$ cat src/hdl/udpair_pkg.sv
// Package for the USB device address and interrupt register slice.
// Assumes a 32-bit APB slave; offsets are byte addresses.
package udpair_pkg;

  // ----------------------------------------
  // Register map
  // ----------------------------------------
  localparam logic [7:0] UDPAIR_OFF_FADDR = 8'h08;
  localparam logic [7:0] UDPAIR_OFF_IEN_SET = 8'h10;
  localparam logic [7:0] UDPAIR_OFF_IEN_CLR = 8'h14;
  localparam logic [7:0] UDPAIR_OFF_IEN_STATE = 8'h18;
  localparam logic [7:0] UDPAIR_OFF_IRQ_PEND = 8'h1C;
  localparam logic [7:0] UDPAIR_OFF_IRQ_CLR = 8'h20;
  localparam logic [7:0] UDPAIR_OFF_BUS_CTRL = 8'h24;

  // ----------------------------------------
  // Field layout
  // ----------------------------------------
  localparam int UDPAIR_NUM_EP = 4;
  localparam int UDPAIR_FADDR_W = 7;
  localparam int UDPAIR_FUNC_EN_BIT = 8;
  localparam int UDPAIR_SUSP_BIT = 8;
  localparam int UDPAIR_RSM_BIT = 9;
  localparam int UDPAIR_EXT_RESUME_BIT = 10;
  localparam int UDPAIR_SOF_BIT = 11;
  localparam int UDPAIR_BUSRES_BIT = 12;
  localparam int UDPAIR_WAKE_BIT = 13;
  localparam int UDPAIR_IRQ_W = 14;
  localparam int UDPAIR_EP_CAUSES = 5;

  // Maskable bits: endpoints 3:0, bus sources 11:8 and 13
  localparam logic [UDPAIR_IRQ_W-1:0] UDPAIR_MASKABLE = 14'h2F0F;
  // Bits that software may clear through the clear register
  localparam logic [UDPAIR_IRQ_W-1:0] UDPAIR_CLEARABLE = 14'h3F00;
  localparam logic [UDPAIR_IRQ_W-1:0] UDPAIR_MASK_RESET = 14'h0200;
  localparam logic [UDPAIR_FADDR_W-1:0] UDPAIR_FADDR_RESET = 7'h00;
  localparam logic UDPAIR_FUNC_EN_RESET = 1'b0;

  // ----------------------------------------
  // Timing
  // ----------------------------------------
  localparam int UDPAIR_CLK_MHZ = 100;
  localparam int UDPAIR_IDLE_SUSP_US = 3000;
  localparam int UDPAIR_IDLE_SUSP_CYC = UDPAIR_IDLE_SUSP_US * UDPAIR_CLK_MHZ;
  localparam int UDPAIR_IDLE_CNT_W = 19;

  // ----------------------------------------
  // Carriers
  // ----------------------------------------
  typedef struct packed {
    logic setup_received;
    logic bank0_rx_ready;
    logic bank1_rx_ready;
    logic tx_complete;
    logic stall_handshake_sent;
  } udpair_ep_flags_t;

  typedef struct packed {
    logic bus_activity;
    logic resume_seen;
    logic ext_resume_edge;
    logic frame_start;
    logic bus_reset_done;
    logic bus_wake;
  } udpair_bus_evt_t;

  typedef enum logic [1:0] {
    UDPAIR_ACTIVE = 2'b01,
    UDPAIR_SUSPENDED = 2'b10
  } udpair_pwr_t;

endpackage

$ cat src/hdl/udpair_regs.sv
// APB register slice: function address, function enable, interrupt
// enable/mask/status for four endpoints and the bus-level sources.
// Assumes endpoint cause flags are held in the endpoint control/status
// logic elsewhere and bus events arrive as one-cycle pulses on pclk.

`timescale 1ns/10ps

module udpair_regs
  import udpair_pkg::*;
#(
  parameter int IDLE_SUSP_CYC = UDPAIR_IDLE_SUSP_CYC
) (
  input wire logic pclk,
  input wire logic presetn,
  input wire logic psel,
  input wire logic penable,
  input wire logic pwrite,
  input wire logic [31:0] paddr,
  input wire logic [31:0] pwdata,
  output logic [31:0] prdata,
  output logic pready,
  output logic pslverr,
  input wire udpair_ep_flags_t [UDPAIR_NUM_EP-1:0] ep_flags,
  input wire udpair_bus_evt_t bus_evt,
  output logic [UDPAIR_FADDR_W-1:0] function_address_value,
  output logic function_enable,
  output logic ep_xfer_allow,
  output logic suspended,
  output logic irq
);

  // ----------------------------------------
  // Bus decode
  // ----------------------------------------
  function automatic logic hit(input logic [31:0] a, input logic [7:0] off);
    hit = (a[31:8] == 24'h000000) && (a[7:0] == off);
  endfunction

  logic wr_en;
  logic rd_en;
  logic mapped;

  assign wr_en = psel & penable & pwrite;
  assign rd_en = psel & penable & ~pwrite;
  assign pready = 1'b1;
  assign mapped = hit(paddr, UDPAIR_OFF_FADDR) | hit(paddr, UDPAIR_OFF_IEN_SET)
                | hit(paddr, UDPAIR_OFF_IEN_CLR) | hit(paddr, UDPAIR_OFF_IEN_STATE)
                | hit(paddr, UDPAIR_OFF_IRQ_PEND) | hit(paddr, UDPAIR_OFF_IRQ_CLR)
                | hit(paddr, UDPAIR_OFF_BUS_CTRL);
  // Unmapped access answers with an error so firmware mistakes show up
  assign pslverr = psel & penable & ~mapped;

  // ----------------------------------------
  // Function address and enable
  // ----------------------------------------
  logic [UDPAIR_FADDR_W-1:0] faddr_q;
  logic [UDPAIR_FADDR_W-1:0] faddr_d;
  logic func_en_q;
  logic func_en_d;

  always_comb begin
    faddr_d = faddr_q;
    func_en_d = func_en_q;
    if (wr_en && hit(paddr, UDPAIR_OFF_FADDR)) begin
      // Load ordering after set-address is firmware's duty
      faddr_d = pwdata[UDPAIR_FADDR_W-1:0];
      func_en_d = pwdata[UDPAIR_FUNC_EN_BIT];
    end
  end

  always_ff @(posedge pclk or negedge presetn) begin
    if (!presetn) begin
      faddr_q <= UDPAIR_FADDR_RESET;
      func_en_q <= UDPAIR_FUNC_EN_RESET;
    end else begin
      faddr_q <= faddr_d;
      func_en_q <= func_en_d;
    end
  end

  assign function_address_value = faddr_q;
  assign function_enable = func_en_q;
  assign ep_xfer_allow = func_en_q;

  // ----------------------------------------
  // Interrupt mask
  // ----------------------------------------
  logic [UDPAIR_IRQ_W-1:0] mask_q;
  logic [UDPAIR_IRQ_W-1:0] mask_d;

  always_comb begin
    mask_d = mask_q;
    if (wr_en && hit(paddr, UDPAIR_OFF_IEN_SET)) begin
      mask_d = mask_q | (pwdata[UDPAIR_IRQ_W-1:0] & UDPAIR_MASKABLE);
    end
    if (wr_en && hit(paddr, UDPAIR_OFF_IEN_CLR)) begin
      mask_d = mask_q & ~(pwdata[UDPAIR_IRQ_W-1:0] & UDPAIR_MASKABLE);
    end
  end

  always_ff @(posedge pclk or negedge presetn) begin
    if (!presetn) begin
      // Resume stays visible even if USB logic is powered down in suspend
      mask_q <= UDPAIR_MASK_RESET;
    end else begin
      mask_q <= mask_d;
    end
  end

  // ----------------------------------------
  // Endpoint pending: direct from cause flags
  // ----------------------------------------
  logic [UDPAIR_NUM_EP-1:0] ep_pend;

  // Sticky by construction: clears only when the endpoint flags clear
  generate
    for (genvar e = 0; e < UDPAIR_NUM_EP; e++) begin : g_ep
      assign ep_pend[e] = |ep_flags[e];
    end
  endgenerate

  // ----------------------------------------
  // Suspend detection
  // ----------------------------------------
  udpair_pwr_t pwr_q;
  udpair_pwr_t pwr_d;
  logic [UDPAIR_IDLE_CNT_W-1:0] idle_q;
  logic [UDPAIR_IDLE_CNT_W-1:0] idle_d;
  logic susp_evt;

  always_comb begin
    pwr_d = pwr_q;
    idle_d = idle_q;
    susp_evt = 1'b0;
    case (pwr_q)
      UDPAIR_ACTIVE: begin
        if (bus_evt.bus_activity) begin
          idle_d = '0;
        end else if (idle_q == IDLE_SUSP_CYC[UDPAIR_IDLE_CNT_W-1:0] - 1'b1) begin
          susp_evt = 1'b1;
          pwr_d = UDPAIR_SUSPENDED;
          idle_d = '0;
        end else begin
          idle_d = idle_q + 1'b1;
        end
      end
      UDPAIR_SUSPENDED: begin
        idle_d = '0;
        if (bus_evt.bus_activity) begin
          pwr_d = UDPAIR_ACTIVE;
        end
      end
      default: begin
        pwr_d = UDPAIR_ACTIVE;
        idle_d = '0;
      end
    endcase
  end

  always_ff @(posedge pclk or negedge presetn) begin
    if (!presetn) begin
      pwr_q <= UDPAIR_ACTIVE;
      idle_q <= '0;
    end else begin
      pwr_q <= pwr_d;
      idle_q <= idle_d;
    end
  end

  assign suspended = (pwr_q == UDPAIR_SUSPENDED);

  // ----------------------------------------
  // Bus-level sticky status
  // ----------------------------------------
  logic [UDPAIR_IRQ_W-1:0] bstat_q;
  logic [UDPAIR_IRQ_W-1:0] bstat_d;
  logic [UDPAIR_IRQ_W-1:0] bset;
  logic [UDPAIR_IRQ_W-1:0] bclr;

  always_comb begin
    bset = '0;
    bset[UDPAIR_SUSP_BIT] = susp_evt;
    bset[UDPAIR_RSM_BIT] = bus_evt.resume_seen;
    bset[UDPAIR_EXT_RESUME_BIT] = bus_evt.ext_resume_edge & suspended;
    bset[UDPAIR_SOF_BIT] = bus_evt.frame_start;
    bset[UDPAIR_BUSRES_BIT] = bus_evt.bus_reset_done;
    bset[UDPAIR_WAKE_BIT] = bus_evt.bus_wake;
    bclr = '0;
    if (wr_en && hit(paddr, UDPAIR_OFF_IRQ_CLR)) begin
      bclr = pwdata[UDPAIR_IRQ_W-1:0] & UDPAIR_CLEARABLE;
    end
    // Set wins over a clear in the same cycle
    bstat_d = (bstat_q & ~bclr) | bset;
  end

  always_ff @(posedge pclk or negedge presetn) begin
    if (!presetn) begin
      bstat_q <= '0;
    end else begin
      bstat_q <= bstat_d;
    end
  end

  logic [UDPAIR_IRQ_W-1:0] status;

  assign status = {bstat_q[UDPAIR_IRQ_W-1:UDPAIR_NUM_EP], ep_pend};

  // ----------------------------------------
  // Interrupt output
  // ----------------------------------------
  // Bus-reset-done has no mask bit, so it never drives the line
  assign irq = |(status & mask_q & UDPAIR_MASKABLE);

  // ----------------------------------------
  // Read data
  // ----------------------------------------
  logic [31:0] rdata_d;
  logic [31:0] rdata_q;

  always_comb begin
    rdata_d = rdata_q;
    if (rd_en) begin
      rdata_d = '0;
      if (hit(paddr, UDPAIR_OFF_FADDR)) begin
        rdata_d[UDPAIR_FADDR_W-1:0] = faddr_q;
        rdata_d[UDPAIR_FUNC_EN_BIT] = func_en_q;
      end
      if (hit(paddr, UDPAIR_OFF_IEN_STATE)) begin
        rdata_d[UDPAIR_IRQ_W-1:0] = mask_q;
      end
      if (hit(paddr, UDPAIR_OFF_IRQ_PEND)) begin
        rdata_d[UDPAIR_IRQ_W-1:0] = status;
      end
      if (hit(paddr, UDPAIR_OFF_BUS_CTRL)) begin
        rdata_d[0] = suspended;
      end
    end
  end

  always_ff @(posedge pclk or negedge presetn) begin
    if (!presetn) begin
      rdata_q <= '0;
    end else begin
      rdata_q <= rdata_d;
    end
  end

  // Registered data is taken at the access edge, so drive it combinationally
  // from the decode during the access phase and hold the last value otherwise
  assign prdata = rd_en ? rdata_d : rdata_q;

endmodule // udpair_regs

$ cat config.mk
export PLATFORM = sky130hd
export DESIGN_NAME = udpair_regs
export DESIGN_NICKNAME = d
export VERILOG_FILES = /design/src/hdl/udpair_pkg.sv /design/src/hdl/udpair_regs.sv
export SDC_FILE = /design/constraint.sdc
export NUM_CORES = 1
export LEC_CHECK = 0
export ABC_AREA = 1
export BUFFER_PORTS_ARGS = -buffer_cell sky130_fd_sc_hd__buf_2
export CAP_MARGIN = 20
export CORE_ASPECT_RATIO = 1.1
export CORE_MARGIN = 4
export CORE_UTILIZATION = 35
export DETAILED_ROUTE_END_ITERATION = 10
export PLACE_DENSITY = 0.63
export RECOVER_POWER = 50
export SLEW_MARGIN = 10
export SYNTH_ARGS = -nofsm -noshare
export SYNTH_HDL_FRONTEND = slang
export SYNTH_SLANG_ARGS = --single-unit
$ cat constraint.sdc
create_clock -name pclk -period 1.75 [get_ports pclk]
set_clock_uncertainty 0.1 [all_clocks]
set_input_delay 0.0875 -clock pclk [delete_from_list [all_inputs] [get_ports pclk]]
set_output_delay 0.0875 -clock pclk [all_outputs]
set_load 0.01 [all_outputs]
==> Word-level counts from Yosys, hierarchy flattened <==
Index checks and enable logic that the tools add are counted.
{ "totals": {"out_inout_bits": 45, "word_cells": 80, "in_bits": 95, "register_bits": 89} }
{ "op_classes": {"n_reduce_logical": 19, "n_eq_ne": 13, "add_sub_neg": 1, "mux": 20, "bitwise_logic": 20} }
{ "ops": {"columns": ["cell", "count"], "rows": [
  ["14-bit two-way mux", 5],
  ["32-bit two-way mux", 2],
  ["19-bit two-way mux", 3],
  ["14-bit bitwise AND", 3],
  ["8-bit by 5-bit equality test with 1-bit output, second input constant", 4],
  ["14-bit inverter", 2],
  ["14-bit OR", 2],
  ["24-bit zero test", 1],
  ["5-bit OR reduction", 4],
  ["19-bit by 1-bit adder with 19-bit output, second input constant", 1],
  ["19-bit equality test, second input constant", 1],
  ["8-bit by 6-bit equality test with 1-bit output, second input constant", 2],
  ["1-bit logical AND", 11],
  ["9-bit OR reduction", 1],
  ["8-bit by 4-bit equality test with 1-bit output, second input constant", 1],
  ["7-bit two-way mux", 1],
  ["2-bit two-way mux", 3],
  ["2-bit inequality test, second input constant", 3],
  ["1-bit OR", 6],
  ["1-bit bitwise AND", 5],
  ["1-bit two-way mux", 5],
  ["2-bit case mux with 2 select lines", 1],
  ["3-bit AND reduction", 1],
  ["2-bit by 1-bit equality test with 1-bit output, second input constant", 1],
  ["3 further kinds", 4]
]} }

==> Logic depth before layout (Yosys ltp) <==
{ "depth": {"ltp_word": 10, "mapped_depth": 12, "ltp_nobuf": 11} }

==> Least setup slack after synthesis <==
OpenSTA, ideal clock, no wires.
{ "synth_timing": {"kind": "reg2reg", "startpoint": "register idle_q[0]", "endpoint": "register idle_q[16]", "setup_ns": 0.123, "stages_incl_launch_ff": 9, "n_path_buf": 0, "period_less_slack_ns": 1.545, "t_required_ns": 1.527, "arrival_ns": 1.322, "path_slack_ns": 0.205, "cell_sequence": "dfrtp_1 ha_1 inv_1 nor2_1 nand2_1 nor2_1 nand3_1 o21ai_0 a21oi_1"} }
{ "synth_via": {"elab_chain_len": 4, "word_cells_on_any_way": 5, "classes_between": "add/sub (1); eq/ne (1); mux (3)"} }
{ "synth_rtl": {"columns": ["item", "line_no", "rtl"], "rows": [
  ["from (decl)", "udpair_regs.sv:127", "logic [UDPAIR_IDLE_CNT_W-1:0] idle_q;"],
  ["from (signal assigned)", "udpair_regs.sv:166", "idle_q <= idle_d;"],
  ["19-bit by 1-bit adder with 19-bit output or 19-bit equality test (tied branches)", "udpair_regs.sv:144, udpair_regs.sv:139", null],
  ["19-bit two-way mux (*)", "udpair_regs.sv:139", "end else if (idle_q == IDLE_SUSP_CYC[UDPAIR_IDLE_CNT_W-1:0] - 1'b1) begin"],
  ["19-bit two-way mux (*)", "udpair_regs.sv:137", "if (bus_evt.bus_activity) begin"],
  ["19-bit two-way mux (*)", "udpair_regs.sv:135", "case (pwr_q)"],
  ["named net idle_d[16]", "udpair_regs.sv:128", "logic [UDPAIR_IDLE_CNT_W-1:0] idle_d;"]
]} }
Mark *: on every way through the listed nets, which the timed path passes. The rest lies on a longest branch.
A chain may end at the register's enable or synchronous reset.

==> Worst setup path after layout <==
{ "layout_timing": {"startpoint": "register pwr_q[0]", "endpoint": "output prdata[0]"} }
{ "layout_via": {"elab_chain_len": 4} }
{ "layout_rtl": {"columns": ["item", "line_no", "rtl"], "rows": [
  ["from (decl)", "udpair_regs.sv:125", "udpair_pwr_t pwr_q;"],
  ["from (signal assigned)", "udpair_regs.sv:165", "pwr_q <= pwr_d;"],
  ["2-bit equality test", "udpair_regs.sv:170", "assign suspended = (pwr_q == UDPAIR_SUSPENDED);"],
  ["1-bit two-way mux", "udpair_regs.sv:234", "if (hit(paddr, UDPAIR_OFF_BUS_CTRL)) begin"],
  ["32-bit two-way mux", "udpair_regs.sv:222", "if (rd_en) begin"],
  ["32-bit two-way mux", "udpair_regs.sv:250", "assign prdata = rd_en ? rdata_d : rdata_q;"],
  ["to (decl)", "udpair_regs.sv:20", "output logic [31:0] prdata,"]
]} }
Every way passes these cells.

==> metrics.md <==
| Metric | Value |
|---|---|
| Outcome | `completed` |
| Post-route ant nets | `0` |
| DR DRC count | `0` |
| Final WS setup | `between 0.08 and 0.09 ns` |
| Largest area contributor in the netlist | `dfrtp_1` |
| Crit path DAT | `approximately 1.5 ns` |
| Post-Synth Adder-Cell Area | `less than 1%` |
| # IOs | `140` |
| Fin crit share | `95.3%` |
| Slew of the pin with the lowest slew margin | `0.666 ns` |
| Avg Inst Size Synth | `8.11 sq um` |
| Synth top area cells | `dfrtp_1, nand2_1, nand3_1` |
| Most frequent cell on the critical path | `nand2_1` |
| Clock root cell | `clkbuf_16` |
| Die X | `107 microns` |
| Critical path buffer and inverter count | `3` |
| Vias | `~3,600` |
| WP data required | `~1.6 ns` |
| Rows | `39` |
| Compound-Gate Fraction of Synth Area | `5.37%` |
| Simple-Gate Fraction of Synth Area | `approximately a third` |
| Syn-to-layout area delta | `38.0%` |
| Synth Area in XOR/XNOR | `1.40%` |
| Area of the multi-input gates | `around 1600 sq um` |
| Vias in the first global route | `around 3,400` |
| Hold Path Class | `input pin to flip-flop` |
| Mux cell area share after synthesis | `0%` |
| Final max-slew violation count | `0` |
| VDD IR-drop max | `0.000440 V` |
| Clk Latency, worst-skew pair | `roughly 0.33 ns` |
| Most common cell after layout, fill and taps aside | `buf_2` |
| Crit Path Class | `flip-flop to output pin` |
| Clock sink count | `76` |
| GRT Total Usage | `between 10% and 20%` |
| Largest family of logic cells by synthesized area | `simple AND/OR/NAND/NOR gates` |
| Setup Total Neg Slack | `0 ns` |
| Hold path endpoint | `rdata_q[2]$_DFF_PN0_` |
| Setup-failing EPs final | `0` |
| Worst setup SP type | `flip-flop` |
| RSZ-0062 raised after global routing | `no` |
| LEAKAGE | `around 2.5 nW` |
| Cts bufs inserted | `9` |
| Fin crit period | `around 1.7 ns` |
| Core ar. | `approximately 10,000 sq um` |
| Crit path capture type | `output pin` |
| CP max FO | `3` |
| Post-DP HPWL | `about 7300 microns` |
| Layout cells sized above 1 | `between 20% and 30%` |
| Register area | `about 1900 sq um` |
| Initial DRC count | `130` |
| Largest net degree at the start of global routing | `30` |
| Die ar. | `about 12,000 sq um` |
| Max Freq | `600 MHz` |
| Most frequent cells in the layout | `buf_2, nand2_1, nor2_1, dfrtp_1, nand3_1` |
| Sequential area share after synthesis | `between 50% and 60%` |
| Syn nets | `about 560` |
| Pre-CTS worst setup slack | `around 0.084 ns` |
| H-tree lvl count | `3` |
| Clk slew on worst S/H paths | `around 0.06 ns` |
| Crit-path leading delay family | `flip-flops` |
| Grt ovf | `0` |
| CP Launch Point | `pwr_q[0]$_DFFE_PN1P_` |
| Post-synth cell types | `39` |
| Port buffer count | `119` |
| Critical path depth | `8` |
| First-pass GRT wire length | `around 16,000 microns` |
| Fill cells | `a little over 1,000` |
| CP max stage delay | `between 0.5 and 0.6 ns` |
| Die H | `117 microns` |
| Syn Std Cell Area | `3750 sq um` |
| Initial Util | `between 30% and 40%` |
| Cells along the critical path | `inv_1, nand2_2, inv_2, nand3_2, nand4_1, nand2_1, nand2_1, buf_2` |
| Worst hold start | `ep_flags[14]` |
| Clock Path Buffers | `2` |
| Synth Instances | `between 400 and 500` |
| Reg2reg end | `idle_q[15]$_DFF_PN0_` |
| Synth Register Bits | `between 70 and 80` |
| Critical Path Slowest Stage Cell | `dfstp_2` |
| First-pass DRT Iterations | `4` |
| Initial antenna violation count | `0` |
| CTS tree | `done` |
| WL final | `around 9600 microns` |
| Yosys warnings | `0` |
| FF-to-FF Start | `idle_q[4]$_DFF_PN0_` |
| Pwr Density | `800 nW/um^2` |
| NumNets Final | `718` |
| Final estimated routing congestion in global placement | `just over 0.8` |
| Flop2flop setup slack | `around 0.11 ns` |
| Wire per inst | `around 12 microns` |
| Worst hold path depth | `7` |
| Worst slew margin | `a little under three fifths` |
| Vias/cell | `4.63` |
| Post-synth top area share | `between 40% and 50%` |
| Max_cap viols | `0` |
| Layout Utilization | `about half` |
| R2r worst-path depth | `9` |
| Final hold vios | `0` |
| ANT cells | `0` |
## timing repair
item,in CTS,in global routing
gates resized for setup,1,12
pin swaps,0,3
hold endpoints to repair,99,0
setup buffers,0,2
hold buffers,24,0
endpoints found under the setup margin,1,17
## cell type report
type | count | area share [%]
clock buffer | 9 | 4.36
clock inverter | 7 | 2.03
inverter | 47 | 3.46
multi-input combinational | 327 | 30.9
sequential | 76 | 36.8
tap | 143 | 3.46
timing repair buffer | 161 | 18.9
## worst reg2reg max path, stage by stage, from the launching register on
cell and delay, ns:
dfrtp_1 0.40, nand2_1 0.10, nor2_2 0.14, nand2_2 0.09, nor2_4 0.13, nand2_2 0.10
nor3_4 0.25, nand3_1 0.10, nand2_1 0.08, nor2_1 0.04
## routing by layer
| metal | GRT usage (%) | part of all wire (%) |
|---|---|---|
| met5 | 0 | 0 |
| met3 | 2.99 | 4.2 |
| met2 | 28.0 | 51 |
| met1 | 18.8 | 43 |
| met4 | 5.71 | 1.4 |
## logic make-up after synthesis
group / count (synthesis)
AND/OR/NAND/NOR: 285
flip-flops: 76
buffers and inverters: 59
AO/OA/AOI/OAI: 34
XOR/XNOR: 6
adder cells (fa/ha/maj): 1
other: 1
## report_power, final
group          internal, W  switching, W
sequential         0.00178     0.0000116
clock              0.00127      0.000763
combinational     0.000144      0.000166
## worst max-delay path by stage
stage / end / slack (ns)
after floorplan: idle_q[16]$_DFF_PN0_ / 0.21
after global placement: idle_q[18]$_DFF_PN0_ / 0.14
after global routing: prdata[3] / 0.008
after detailed placement: idle_q[18]$_DFF_PN0_ / 0.08
after CTS: prdata[0] / 0.008
final: prdata[0] / 0.08
## synthesized netlist by cell type (all sizes together)
library cell / number
nand2: 113
nor2: 85
dfrtp: 74
nand3: 60
inv: 46
o21ai: 13
nand4: 12
nor3: 12
buf: 9
a21oi: 8
a21o: 4
a31oi: 4
xor2: 4
clkbuf: 3
a211oi: 2
a221oi: 2
dfstp: 2
xnor2: 2
a22o: 1
clkinv: 1
conb: 1
ha: 1
nand2b: 1
nor4: 1
or2: 1
## per-stage QoR
stage	total power [W]	cell area (sq um)	hold WS (ns)	cells
after detailed placement	0.00210	4560	-0.0942	728
after CTS	0.00419	5130	0.0875	768
after floorplan	0.00192	3750	-0.308	462
after global placement	0.00210	4560	-0.0975	728
after global routing	0.00431	5170	0.198	770
final	0.00414	5170	0.132	770
Note: power is estimated with default switching activity, not from simulation.
